File: config.mk
export PLATFORM = sky130hd
export DESIGN_NAME = wake_on_lan_config
export DESIGN_NICKNAME = d
export VERILOG_FILES = /design/src/wake_on_lan_pkg.sv /design/src/wake_on_lan_config.sv
export SDC_FILE = /design/constraint.sdc
export NUM_CORES = 1
export LEC_CHECK = 0
export BUFFER_PORTS_ARGS = -buffer_cell sky130_fd_sc_hd__buf_2
export CORE_MARGIN = 2
export CORE_UTILIZATION = 45
export DETAILED_ROUTE_END_ITERATION = 10
export PLACE_DENSITY = 0.74
export SKIP_LAST_GASP = 1
export SLEW_MARGIN = 5
export SYNTH_ARGS = -nofsm -noshare
export SYNTH_HDL_FRONTEND = slang
export SYNTH_SLANG_ARGS = --single-unit
File: constraint.sdc
create_clock -name clk_sys -period 5.85 [get_ports clk_sys]
set_input_delay 0.8775 -clock clk_sys [delete_from_list [all_inputs] [get_ports clk_sys]]
set_output_delay 0.8775 -clock clk_sys [all_outputs]
set_load 0.02 [all_outputs]
File: src/wake_on_lan_pkg.sv
// Constants for the wake-on-LAN configuration and wake output block.
//----------------------------------------------------------------------
//----------------------------------------------------------------------
package wake_on_lan_pkg;

	// Register addresses.
	localparam logic [15:0] ADDR_CONFIG = 16'h0134;
	localparam logic [15:0] ADDR_STATUS = 16'h0135;
	localparam logic [15:0] ADDR_DEST_MATCH = 16'h0136;
	localparam logic [15:0] ADDR_PASSWORD = 16'h0139;
	localparam logic [15:0] ADDR_PATTERN = 16'h013C;
	localparam logic [15:0] ADDR_PATTERN_MASK = 16'h0141;
	localparam logic [15:0] ADDR_INT_STATUS = 16'h0142;
	localparam logic [15:0] ADDR_INT_MASK = 16'h0143;

	localparam int MATCH_WORDS = 3;
	localparam int PATTERN_WORDS = 5;

	// Configuration register fields.
	localparam int CFG_CLEAR = 11;
	localparam int CFG_LEN_LO = 9;
	localparam int CFG_STYLE = 8;
	localparam int CFG_FEATURE = 7;
	localparam int CFG_PWD_EN = 5;
	localparam int CFG_UCAST_EN = 4;
	localparam int CFG_BCAST_EN = 2;
	localparam int CFG_PATTERN_EN = 1;
	localparam int CFG_MAGIC_EN = 0;
	localparam logic [15:0] CONFIG_RESET = 16'h0004;

	// Receive status flag positions.
	localparam int ST_MAGIC = 0;
	localparam int ST_PATTERN = 1;
	localparam int ST_BCAST = 2;
	localparam int ST_UCAST = 4;
	localparam int ST_ATTACK = 5;
	localparam int ST_BAD_CRC = 6;
	localparam int ST_FRAME_DELIMITER_ERROR_SEEN = 7;

	// Interrupt status bits.
	localparam int INT_WAKE = 0;
	localparam int INT_ATTACK = 1;
	localparam int INT_BAD_CRC = 2;
	localparam int INT_FRAME_DELIMITER_ERROR_SEEN = 3;
	localparam int INT_BITS = 4;

	// Pulse length: base of 8 cycles of the 100 MHz clock, doubled per field step.
	localparam logic [6:0] PULSE_BASE_CYCLES = 7'h08;

endpackage : wake_on_lan_pkg

File: src/wake_on_lan_config.sv
// Wake-on-LAN configuration registers, frame event checks and wake output.
`timescale 1ns/1ps

module wake_on_lan_config #(
	parameter int PATTERN_WORDS = wake_on_lan_pkg::PATTERN_WORDS
) (
	// Clock and reset
	input wire logic clk_sys,
	input wire logic resetn,
	// Register port
	input wire logic [15:0] reg_addr,
	input wire logic [15:0] reg_wdata,
	input wire logic reg_write,
	input wire logic reg_read,
	output logic [15:0] reg_rdata,
	// Receive frame events from the receive path
	input wire logic rx_frame_end,
	input wire logic rx_crc_bad,
	input wire logic rx_sfd_error,
	input wire logic [47:0] rx_dest_addr,
	input wire logic [PATTERN_WORDS*16-1:0] rx_head_bytes,
	input wire logic rx_magic_found,
	input wire logic [47:0] rx_magic_password,
	// Outputs
	output logic rx_feature_active,
	output logic wake_out,
	output logic irq
);

	localparam int PATTERN_BYTES = PATTERN_WORDS * 2;

	typedef struct packed {
		logic [1:0] pulse_len;
		logic level_style;
		logic feature;
		logic pwd_en;
		logic ucast_en;
		logic bcast_en;
		logic pattern_en;
		logic magic_en;
		logic [7:0] rx_status;
		logic [wake_on_lan_pkg::MATCH_WORDS-1:0][15:0] dest_match;
		logic [wake_on_lan_pkg::MATCH_WORDS-1:0][15:0] password;
		logic [PATTERN_WORDS-1:0][15:0] pattern;
		logic [PATTERN_BYTES-1:0] byte_mask;
		logic [wake_on_lan_pkg::INT_BITS-1:0] int_status;
		logic [wake_on_lan_pkg::INT_BITS-1:0] int_mask;
		logic wake;
		logic [6:0] pulse_left;
		logic irq;
		logic [15:0] rdata;
	} state_type;

	state_type s_q;
	state_type s_d;

	//----------------------------------------------------------------------
	// Frame checks
	//----------------------------------------------------------------------

	logic [PATTERN_BYTES-1:0] byte_hit;

	genvar gi;
	generate
		for (gi = 0; gi < PATTERN_BYTES; gi++)
		begin : g_byte
			// A masked byte always counts as a hit.
			assign byte_hit[gi] = s_q.byte_mask[gi] ||
				(rx_head_bytes[gi*8 +: 8] == s_q.pattern[gi/2][(gi%2)*8 +: 8]);
		end
	endgenerate

	logic frame_ok;
	logic is_bcast;
	logic is_ucast;
	logic pattern_hit;
	logic pwd_ok;
	logic magic_ok;
	logic attack;
	logic bad_crc;
	logic frame_delimiter_error_seen;
	logic wake_event;
	logic clear_write;
	logic [6:0] pulse_cycles;

	always_comb
	begin
		// CRC checking and all detection only run with the feature bit set.
		frame_ok = s_q.feature && rx_frame_end && !rx_crc_bad;
		is_bcast = rx_dest_addr == 48'hFFFF_FFFF_FFFF;
		is_ucast = !is_bcast && (rx_dest_addr == s_q.dest_match);
		// A fully masked pattern would match every frame, so it never hits.
		pattern_hit = (&byte_hit) && !(&s_q.byte_mask);
		pwd_ok = !s_q.pwd_en || (rx_magic_password == s_q.password);
		magic_ok = frame_ok && rx_magic_found && pwd_ok;
		attack = frame_ok && rx_magic_found && !pwd_ok;
		bad_crc = s_q.feature && rx_frame_end && rx_crc_bad;
		frame_delimiter_error_seen = s_q.feature && rx_sfd_error;
		wake_event = (magic_ok && s_q.magic_en)
			|| (frame_ok && pattern_hit && s_q.pattern_en)
			|| (frame_ok && is_bcast && s_q.bcast_en)
			|| (frame_ok && is_ucast && s_q.ucast_en);
		clear_write = reg_write && (reg_addr == wake_on_lan_pkg::ADDR_CONFIG)
			&& reg_wdata[wake_on_lan_pkg::CFG_CLEAR];
		pulse_cycles = wake_on_lan_pkg::PULSE_BASE_CYCLES << s_q.pulse_len;
	end

	//----------------------------------------------------------------------
	// Next state
	//----------------------------------------------------------------------

	always_comb
	begin
		s_d = s_q;
		s_d.rdata = 16'h0000;

		// Register writes.
		if (reg_write)
		begin
			case (reg_addr)
				wake_on_lan_pkg::ADDR_CONFIG:
				begin
					// Clear bit and reserved bits are not stored.
					s_d.pulse_len = reg_wdata[wake_on_lan_pkg::CFG_LEN_LO +: 2];
					s_d.level_style = reg_wdata[wake_on_lan_pkg::CFG_STYLE];
					s_d.feature = reg_wdata[wake_on_lan_pkg::CFG_FEATURE];
					s_d.pwd_en = reg_wdata[wake_on_lan_pkg::CFG_PWD_EN];
					s_d.ucast_en = reg_wdata[wake_on_lan_pkg::CFG_UCAST_EN];
					s_d.bcast_en = reg_wdata[wake_on_lan_pkg::CFG_BCAST_EN];
					s_d.pattern_en = reg_wdata[wake_on_lan_pkg::CFG_PATTERN_EN];
					s_d.magic_en = reg_wdata[wake_on_lan_pkg::CFG_MAGIC_EN];
				end
				wake_on_lan_pkg::ADDR_PATTERN_MASK:
					s_d.byte_mask = reg_wdata[PATTERN_BYTES-1:0];
				wake_on_lan_pkg::ADDR_INT_STATUS:
					s_d.int_status = s_q.int_status & ~reg_wdata[wake_on_lan_pkg::INT_BITS-1:0];
				wake_on_lan_pkg::ADDR_INT_MASK:
					s_d.int_mask = reg_wdata[wake_on_lan_pkg::INT_BITS-1:0];
				default:
				begin
				end
			endcase
			for (int i = 0; i < wake_on_lan_pkg::MATCH_WORDS; i++)
			begin
				if (reg_addr == wake_on_lan_pkg::ADDR_DEST_MATCH + 16'(i))
					s_d.dest_match[i] = reg_wdata;
				if (reg_addr == wake_on_lan_pkg::ADDR_PASSWORD + 16'(i))
					s_d.password[i] = reg_wdata;
			end
			for (int i = 0; i < PATTERN_WORDS; i++)
			begin
				if (reg_addr == wake_on_lan_pkg::ADDR_PATTERN + 16'(i))
					s_d.pattern[i] = reg_wdata;
			end
		end

		// Register reads; unmapped addresses return zero.
		if (reg_read)
		begin
			case (reg_addr)
				wake_on_lan_pkg::ADDR_CONFIG:
				begin
					s_d.rdata[wake_on_lan_pkg::CFG_LEN_LO +: 2] = s_q.pulse_len;
					s_d.rdata[wake_on_lan_pkg::CFG_STYLE] = s_q.level_style;
					s_d.rdata[wake_on_lan_pkg::CFG_FEATURE] = s_q.feature;
					s_d.rdata[wake_on_lan_pkg::CFG_PWD_EN] = s_q.pwd_en;
					s_d.rdata[wake_on_lan_pkg::CFG_UCAST_EN] = s_q.ucast_en;
					s_d.rdata[wake_on_lan_pkg::CFG_BCAST_EN] = s_q.bcast_en;
					s_d.rdata[wake_on_lan_pkg::CFG_PATTERN_EN] = s_q.pattern_en;
					s_d.rdata[wake_on_lan_pkg::CFG_MAGIC_EN] = s_q.magic_en;
				end
				wake_on_lan_pkg::ADDR_STATUS:
					s_d.rdata[7:0] = s_q.rx_status;
				wake_on_lan_pkg::ADDR_PATTERN_MASK:
					s_d.rdata[PATTERN_BYTES-1:0] = s_q.byte_mask;
				wake_on_lan_pkg::ADDR_INT_STATUS:
					s_d.rdata[wake_on_lan_pkg::INT_BITS-1:0] = s_q.int_status;
				wake_on_lan_pkg::ADDR_INT_MASK:
					s_d.rdata[wake_on_lan_pkg::INT_BITS-1:0] = s_q.int_mask;
				default:
				begin
				end
			endcase
			for (int i = 0; i < wake_on_lan_pkg::MATCH_WORDS; i++)
			begin
				if (reg_addr == wake_on_lan_pkg::ADDR_DEST_MATCH + 16'(i))
					s_d.rdata = s_q.dest_match[i];
				if (reg_addr == wake_on_lan_pkg::ADDR_PASSWORD + 16'(i))
					s_d.rdata = s_q.password[i];
			end
			for (int i = 0; i < PATTERN_WORDS; i++)
			begin
				if (reg_addr == wake_on_lan_pkg::ADDR_PATTERN + 16'(i))
					s_d.rdata = s_q.pattern[i];
			end
			// Reading the receive status clears it.
			if (reg_addr == wake_on_lan_pkg::ADDR_STATUS)
				s_d.rx_status = 8'h00;
		end

		// Event flags are set after any clear so that a new event is never lost.
		s_d.rx_status[wake_on_lan_pkg::ST_MAGIC] = s_d.rx_status[wake_on_lan_pkg::ST_MAGIC] | magic_ok;
		s_d.rx_status[wake_on_lan_pkg::ST_PATTERN] = s_d.rx_status[wake_on_lan_pkg::ST_PATTERN]
			| (frame_ok && pattern_hit);
		s_d.rx_status[wake_on_lan_pkg::ST_BCAST] = s_d.rx_status[wake_on_lan_pkg::ST_BCAST]
			| (frame_ok && is_bcast);
		s_d.rx_status[wake_on_lan_pkg::ST_UCAST] = s_d.rx_status[wake_on_lan_pkg::ST_UCAST]
			| (frame_ok && is_ucast);
		s_d.rx_status[wake_on_lan_pkg::ST_ATTACK] = s_d.rx_status[wake_on_lan_pkg::ST_ATTACK] | attack;
		s_d.rx_status[wake_on_lan_pkg::ST_BAD_CRC] = s_d.rx_status[wake_on_lan_pkg::ST_BAD_CRC] | bad_crc;
		s_d.rx_status[wake_on_lan_pkg::ST_FRAME_DELIMITER_ERROR_SEEN] = s_d.rx_status[wake_on_lan_pkg::ST_FRAME_DELIMITER_ERROR_SEEN] | frame_delimiter_error_seen;

		s_d.int_status[wake_on_lan_pkg::INT_WAKE] = s_d.int_status[wake_on_lan_pkg::INT_WAKE] | wake_event;
		s_d.int_status[wake_on_lan_pkg::INT_ATTACK] = s_d.int_status[wake_on_lan_pkg::INT_ATTACK] | attack;
		s_d.int_status[wake_on_lan_pkg::INT_BAD_CRC] = s_d.int_status[wake_on_lan_pkg::INT_BAD_CRC] | bad_crc;
		s_d.int_status[wake_on_lan_pkg::INT_FRAME_DELIMITER_ERROR_SEEN] = s_d.int_status[wake_on_lan_pkg::INT_FRAME_DELIMITER_ERROR_SEEN] | frame_delimiter_error_seen;
		s_d.irq = |(s_d.int_status & s_d.int_mask);

		// Wake output. A new event restarts the pulse, so bursts stretch it.
		if (wake_event)
		begin
			s_d.wake = 1'b1;
			s_d.pulse_left = pulse_cycles - 7'h01;
		end
		else if (s_q.level_style)
		begin
			if (clear_write)
				s_d.wake = 1'b0;
		end
		else if (s_q.pulse_left != 7'h00)
			s_d.pulse_left = s_q.pulse_left - 7'h01;
		else
			s_d.wake = 1'b0;
	end

	//----------------------------------------------------------------------
	// State register
	//----------------------------------------------------------------------

	always_ff @(posedge clk_sys or negedge resetn)
	begin
		if (!resetn)
		begin
			s_q <= '0;
			s_q.bcast_en <= wake_on_lan_pkg::CONFIG_RESET[wake_on_lan_pkg::CFG_BCAST_EN];
		end
		else
			s_q <= s_d;
	end

	assign reg_rdata = s_q.rdata;
	assign rx_feature_active = s_q.feature;
	assign wake_out = s_q.wake;
	assign irq = s_q.irq;

	logic cfg_read;
	logic status_read;
	assign cfg_read = reg_read && (reg_addr == wake_on_lan_pkg::ADDR_CONFIG);
	assign status_read = reg_read && (reg_addr == wake_on_lan_pkg::ADDR_STATUS);
endmodule : wake_on_lan_config

==> impl_metrics.json, run 1 <==
{
  "via_count_of_the_first_global_routing_pass": 11100,
  "yosysSeqAreaShare_pct": 44.9,
  "final_period_minus_worst_setup_slack_ps": 3880,
  "postSynthAreaPerCell_um2": 10.9,
  "cts_tree": "done",
  "cts_buffers": 26,
  "fp.dieH_um": 175,
  "seq_power_share_pct": 42.5,
  "synth.mux.area_fraction_pct": 17.9,
  "num_io_pins": 235,
  "rrSetupSlack_ps": 1970,
  "gp_congestion": 1.03,
  "cts_max_level": 1,
  "grt_pass1_wl_um": 71500,
  "critical_path.reg2reg.startpoint": "s_q[90]",
  "clock_latency_ps": 550,
  "nFillCells": 2566,
  "post_cts_buffers": 0,
  "post_synth_fa_ha_maj_area_fraction_pct": 0.0954,
  "grt_start_max_net_pins": 136,
  "drc_errors": 0,
  "final_antenna_net_count": 0,
  "synth_simple_gate_area_share_pct": 12.0,
  "cts_buffer_depth": 3,
  "timing.critical_path.required_ps": 6310,
  "numPortBuffers": 234,
  "path_class": "register to register",
  "vias_per_cell": 6.27,
  "total_half_perimeter_wirelength_after_legalization_and_detailed_placement_um": 37100,
  "compound_gate_fraction_of_synth_area_pct": 10.1,
  "comb_power_share_pct": 9.5,
  "post_cts.resized_instances": 0,
  "timing.critical_path.from": "s_q[90]",
  "report.final.setup_viol": 0,
  "synth-async-reset-ratio_pct": 100,
  "die_area_um2": 30500,
  "p_per_area_nw_per_um2": 254,
  "wl_per_cell_um": 27.4,
  "fin_worst_skew_ps": 18.6,
  "switching_power_w": 0.000957,
  "num_rows": 62,
  "synth-warning-count": 0,
  "finalHoldViolCount": 0,
  "cts_root_buffer": "sky130_fd_sc_hd__clkbuf_16",
  "synth_xor_xnor_area_share_pct": 12.0,
  "slew_violations": 0,
  "post_cts_hold_buffer_count": 0,
  "power.clock.fraction_pct": 47.9,
  "final_common_cell": "sky130_fd_sc_hd__dfrtp_1",
  "initial_core_util_pct": 45.7,
  "critPathMaxFanout": 11,
  "power.share.switching_pct": 24.3,
  "p_leak_nw": 7.64,
  "mostFrequentLayoutCells": "234 x sky130_fd_sc_hd__dfrtp_1, 233 x sky130_fd_sc_hd__buf_2, 193 x sky130_fd_sc_hd__mux2_2",
  "fin_nets": 1612,
  "detail_route.first_pass.iterations": 6,
  "transition_time_of_the_tightest_slew_check_pin_ps": 1270,
  "cp.arrival_ps": 4340,
  "synth_top_family_by_area": "multiplexers",
  "rsz0062_at_grt": "false",
  "timing.max_cap.violations": 0,
  "holdCritPathClass": "primary input to asynchronous set/reset pin",
  "dr.first_iter.drc_count": 1524,
  "drive_gt1_share_pct": 36.0,
  "clkTransAtPathRegs_ps": 60,
  "intPower_w": 0.00299,
  "areaGrowthSynthToFinish_pct": 18.4,
  "grt_remaining_overflow": 0,
  "syn_area_um2": 13100,
  "core_area_um2": 28700,
  "max_clock_freq_mhz": 258,
  "startpoint_type": "register",
  "synthDistinctLibCells": 73,
  "cts_num_sinks": 235,
  "finalCoreUtilization_pct": 54.1,
  "postSynthRegisterBits": 235,
  "antenna_found_initial": 0,
  "mapped_cells": 1198,
  "postSynthNetCount": 1415,
  "grtUsageTotal_pct": 31.8,
  "fin_crit_sh_pct": 66.3,
  "timing.slew.headroom_pct": 15.3,
  "worst_setup_path_end_kind": "register",
  "setup_tns_final_ps": 0,
  "number_of_enable_flip_flop_cells_after_synthesis": 0,
  "peakVddDrop_v": 0.000193,
  "diodes": 0,
  "routed_wirelength_um": 49300,
  "ys_dominant_reg_cell": "sky130_fd_sc_hd__dfrtp_1",
  "status": "completed",
  "die_x_um": 175,
  "dr_vias": 11300
}
-- Yosys cell counts (3+ instances only) --
| master | n | share of area, % |
|---|---|---|
| sky130_fd_sc_hd__a21oi_1 | 32 | 1.2 |
| sky130_fd_sc_hd__nor3_1 | 14 | 0.53 |
| sky130_fd_sc_hd__a222oi_1 | 5 | 0.38 |
| sky130_fd_sc_hd__and3_1 | 4 | 0.19 |
| sky130_fd_sc_hd__o21a_1 | 5 | 0.29 |
| sky130_fd_sc_hd__nor4_1 | 51 | 2.4 |
| sky130_fd_sc_hd__clkbuf_1 | 57 | 1.6 |
| sky130_fd_sc_hd__mux2_2 | 193 | 17 |
| sky130_fd_sc_hd__mux2i_1 | 11 | 0.84 |
| sky130_fd_sc_hd__nor2b_1 | 5 | 0.24 |
| sky130_fd_sc_hd__nand2b_1 | 3 | 0.14 |
| sky130_fd_sc_hd__o22ai_1 | 11 | 0.52 |
| sky130_fd_sc_hd__buf_2 | 4 | 0.15 |
| sky130_fd_sc_hd__a31oi_1 | 7 | 0.33 |
| sky130_fd_sc_hd__a211oi_1 | 5 | 0.29 |
| sky130_fd_sc_hd__or3_1 | 8 | 0.38 |
| sky130_fd_sc_hd__xor2_1 | 146 | 9.8 |
| sky130_fd_sc_hd__a221oi_1 | 18 | 1.2 |
| sky130_fd_sc_hd__o221a_2 | 4 | 0.34 |
| sky130_fd_sc_hd__dfrtp_1 | 234 | 45 |
| sky130_fd_sc_hd__nor2_1 | 49 | 1.4 |
| sky130_fd_sc_hd__xnor2_1 | 33 | 2.2 |
| sky130_fd_sc_hd__inv_1 | 7 | 0.20 |
| sky130_fd_sc_hd__o211ai_1 | 6 | 0.34 |
| sky130_fd_sc_hd__o21ai_0 | 41 | 1.6 |
| sky130_fd_sc_hd__or2_2 | 5 | 0.24 |
| sky130_fd_sc_hd__or4_1 | 3 | 0.17 |
| sky130_fd_sc_hd__a21o_1 | 5 | 0.29 |
| sky130_fd_sc_hd__a221o_1 | 5 | 0.38 |
| sky130_fd_sc_hd__buf_4 | 16 | 0.92 |
| sky130_fd_sc_hd__nand2_1 | 76 | 2.2 |
| sky130_fd_sc_hd__nand3_1 | 21 | 0.80 |
| sky130_fd_sc_hd__nand4_1 | 34 | 1.6 |
| sky130_fd_sc_hd__a22oi_1 | 22 | 1.3 |
| sky130_fd_sc_hd__nor3b_1 | 6 | 0.34 |
| sky130_fd_sc_hd__a311o_1 | 5 | 0.38 |
-- sequential cells by signal, indices dropped and copies added (netlist names) --
name,flops
reg_rdata,16
rx_feature_active,1
irq,1
s_q,216
wake_out,1
-- worst max-delay path, cell delays in order (launching register included) --
cell and delay (ps):
sky130_fd_sc_hd__dfrtp_1 430, sky130_fd_sc_hd__xor2_1 180, sky130_fd_sc_hd__nor4_1 450, sky130_fd_sc_hd__a21oi_1 120
sky130_fd_sc_hd__nor4_1 950, sky130_fd_sc_hd__and4_1 400, sky130_fd_sc_hd__nor3_1 80, sky130_fd_sc_hd__buf_4 200
sky130_fd_sc_hd__nand2_1 80, sky130_fd_sc_hd__ha_1 240, sky130_fd_sc_hd__nor2b_1 190, sky130_fd_sc_hd__nand3_1 110
sky130_fd_sc_hd__nor3_1 150, sky130_fd_sc_hd__a21oi_1 60, sky130_fd_sc_hd__mux2i_1 130
-- logic make-up (layout without fill, tap and decap cells) --
logic type / Yosys count / count (layout)
xor gates and xnor gates: 179 / 179
DFF: 235 / 235
adders and majority gates: 1 / 1
buffers and inverters: 88 / 305
muxes: 207 / 207
AOI/OAI and AO/OA: 191 / 191
and+or+nand+nor: 297 / 297
-- path summary, 6_finish.rpt --
path / endpoint / cells past startpoint
setup / recovery: s_q[23] / 14
hold / removal: s_q[44] / 1
setup reg to reg: s_q[23] / 14
hold reg to reg: s_q[225] / 1
max in group asynchronous: s_q[149] / 2
min in group clk_sys: s_q[225] / 1
-- metrics by stage --
stage	instance area, um^2	cells	hold slack, ps	setup slack [ps]	power (W)
global placement	14500	1751	460	1620	0.00207
detailed placement	14500	1751	468	1550	0.00208
finish	15500	1799	351	1970	0.00395
floorplan	13100	1198	447	2340	0.00187
global route	15500	1799	413	1740	0.00406
CTS	15500	1799	396	2090	0.00395
-- layout make-up --
| class | count | area (um^2) | area share [%] |
|---|---|---|---|
| timing repair buffer | 248 | 1300 | 8.37 |
| clock buffer | 30 | 676 | 4.35 |
| clock inverter | 18 | 315 | 2.03 |
| sequential | 235 | 5880 | 37.9 |
| inverter | 9 | 33.8 | 0.218 |
| tap | 384 | 480 | 3.10 |
| multi-input combinational | 875 | 6830 | 44.0 |
-- layer usage --
metal / global-route usage (%) / vias to the layer above / wire length [um]
met5: 0 / - / 0
met4: 13.1 / 0 / 2400
met3: 5.64 / 133 / 4460
met2: 50.5 / 678 / 22400
met1: 43.3 / 5656 / 20000
li1: - / 4811 / -
-- power by group through the flow --
stage / combinational [W] / sequential (W) / clock [W]
3_3_place_gp: 0.000364 / 0.00171 / 0
2_1_floorplan: 0.000172 / 0.00170 / 0
3_5_place_dp: 0.000373 / 0.00171 / 0
5_1_grt: 0.000408 / 0.00168 / 0.00197
4_1_cts: 0.000374 / 0.00168 / 0.00190
6_report: 0.000375 / 0.00168 / 0.00189
Note: power is estimated with default switching activity, not from simulation.
==> run 2: changes to the inputs <==
PLACE_DENSITY = 0.76   (was 0.74)
clock period = 3.1 ns   (was 5.85 ns; I/O delays follow)
==> impl_metrics.json, run 2 (same netlist as run 1, synthesis figures left out) <==
{
  "fin_worst_skew_ps": 18.2,
  "path_class": "register to register",
  "status": "completed",
  "final_period_minus_worst_setup_slack_ps": 3000,
  "met3_length_um": 5200,
  "drc_errors": 0,
  "total_half_perimeter_wirelength_after_legalization_and_detailed_placement_um": 37400,
  "slew_violations": 0,
  "diodes": 0,
  "worst-path-stages": 14,
  "dr.first_iter.drc_count": 1301,
  "dr_vias": 11600,
  "core_area_um2": 28700,
  "via_count_of_the_first_global_routing_pass": 11500,
  "holdCritPathClass": "primary input to register",
  "wl_met1_um": 19600,
  "timing.critical_path.required_ps": 3550,
  "final_cell_count_no_fill": 1876,
  "fin_crit_sh_pct": 96.8,
  "cts_tree": "done",
  "hold_path_end": "s_q[226]",
  "critPathSlowestCell": "sky130_fd_sc_hd__dfrtp_1",
  "cts_num_sinks": 235,
  "gp_congestion": 1.01,
  "cts_buffers": 26,
  "clock_latency_ps": 540,
  "detailroute.wirelength.met2_um": 22700,
  "detail_route.first_pass.iterations": 5,
  "critPathMaxFanout": 5,
  "finalCoreUtilization_pct": 56.4,
  "cpLargestDelayFamily": "simple AND/OR/NAND/NOR gates",
  "buffers_and_inverters_on_the_worst_path": 1,
  "finalHoldViolCount": 0,
  "worstRegToRegCells": 14,
  "worst_setup_path_end_kind": "register",
  "initial_core_util_pct": 45.7,
  "cts_root_buffer": "sky130_fd_sc_hd__clkbuf_16",
  "cp.arrival_ps": 3450,
  "p_leak_nw": 8.02,
  "rrSetupSlack_ps": 100,
  "worst_hold_path.num_cells": 2,
  "design_area_um2": 16200,
  "wl_per_cell_um": 26.2,
  "routed_wirelength_um": 49200,
  "max_clock_freq_mhz": 333,
  "num_rows": 62,
  "place_inst": 1827,
  "hp-start": "rx_sfd_error",
  "fin_nets": 1689,
  "numPortBuffers": 234,
  "max_flop_register": "s_q",
  "setup_tns_final_ps": 0,
  "timing.slew.headroom_pct": 34.1,
  "p_per_area_nw_per_um2": 443,
  "die_area_um2": 30500,
  "route.top_layer_used": "met4",
  "final_antenna_net_count": 0,
  "place_area_um2": 15200,
  "final_common_cell": "sky130_fd_sc_hd__buf_2",
  "die_x_um": 175,
  "critical_path.reg2reg.startpoint": "s_q[158]",
  "grt_remaining_overflow": 0,
  "startpoint_type": "register",
  "antenna_found_initial": 0,
  "largest_reg_flops": 216,
  "critical-path-max-stage-delay_ps": 490,
  "whs_ps": 210,
  "grt_start_max_net_pins": 86,
  "mostFrequentLayoutCells": "233 x sky130_fd_sc_hd__buf_2, 231 x sky130_fd_sc_hd__dfrtp_1, 193 x sky130_fd_sc_hd__mux2_2",
  "clkTransAtPathRegs_ps": 60,
  "nFillCells": 2534,
  "critical_path.reg2reg.endpoint": "s_q[23]",
  "crit_chain": "xor2_1, nor4_1, nand4_1, o31a_1, nor3b_2, buf_4, nor3_2, nand2_1, ha_1, nor2b_2, nand3_2, nor3_2, a21oi_1, mux2i_1",
  "grt_pass1_wl_um": 71800,
  "cts_buffer_depth": 3,
  "vias_per_cell": 6.17,
  "timing.max_cap.violations": 0,
  "peakVddDrop_v": 0.000322,
  "areaGrowthSynthToFinish_pct": 23.5,
  "fp.dieH_um": 175,
  "num_io_pins": 235,
  "report.final.setup_viol": 0,
  "drive_gt1_share_pct": 40.5,
  "transition_time_of_the_tightest_slew_check_pin_ps": 985,
  "cts_max_level": 1,
  "path_common_cell": "sky130_fd_sc_hd__nor3_2",
  "grtUsageTotal_pct": 31.6
}
-- run 2: cell count changes in the layout (fill, tap and decap cells not counted), moves of 3 or more --
cell / before / now
sky130_fd_sc_hd__buf_12: 1 / 7
sky130_fd_sc_hd__buf_4: 13 / 83
sky130_fd_sc_hd__bufinv_16: 8 / 3
sky130_fd_sc_hd__clkbuf_8: 1 / 5
sky130_fd_sc_hd__dfrtp_1: 234 / 231
sky130_fd_sc_hd__dfrtp_2: 0 / 3
sky130_fd_sc_hd__nor4_1: 50 / 41
sky130_fd_sc_hd__nor4_2: 2 / 11
-- run 2: where the power goes --
group	switching (W)	internal [W]	leakage, nW
Sequential	0.0000537	0.00311	3.26
Combinational	0.000432	0.000313	4.30
Clock	0.00131	0.00196	0.451
Total	0.00179	0.00539	8.02
-- run 2: final cells by class --
cell class                      count  area, um^2  area share [%]
Multi-Input combinational cell    875        6940            42.8
Sequential cell                   235        5890            36.3
Inverter                            9        33.8           0.209
Clock buffer                       35         756            4.67
Timing Repair Buffer              325        1950            12.1
Tap cell                          384         480            2.97
Clock inverter                     13         150           0.927
-- run 2: how the worst max path moves through the flow --
| stage | startpoint | end | slack, ps |
|---|---|---|---|
| 6_report | s_q[158] | s_q[23] | 100 |
| 3_5_place_dp | rx_dest_addr[43] | s_q[23] | -130 |
| 3_3_place_gp | reg_addr[9] | reg_rdata[5] | -140 |
| 4_1_cts | s_q[178] | s_q[23] | 30 |
| 5_1_grt | s_q[70] | s_q[23] | -80 |
| 2_1_floorplan | rx_dest_addr[43] | s_q[23] | 50 |
-- run 2: metal layers --
| layer | vias to the layer above | global-route usage (%) |
|---|---|---|
| met5 | - | 0 |
| met4 | 0 | 10.8 |
| met3 | 119 | 6.61 |
| met2 | 742 | 50.2 |
| met1 | 5732 | 43.1 |
| li1 | 4974 | - |
-- run 2: repair_timing --
item	CTS	global route
resized for setup	0	21
setup buffers	0	0
hold buffers	1	0
hold endpoints to repair	64	0
setup endpoints to repair	0	3
-- run 2: per-stage QoR --
stage,setup WS (ps),power (W)
after floorplan,45.4,0.00353
after global placement,-140,0.00393
after detailed placement,-133,0.00394
after CTS,26.4,0.00718
after global routing,-77.9,0.00738
final,97.7,0.00718
-- run 2: worst register-to-register path: cells and delay by family (launching register included) --
family,cells,cell delay [ps]
DFF,1,490
xor gates and xnor gates,1,210
and+or+nand+nor,8,1330
adders and majority gates,1,160
buffers and inverters,1,150
muxes,1,150
AOI/OAI and AO/OA,2,450
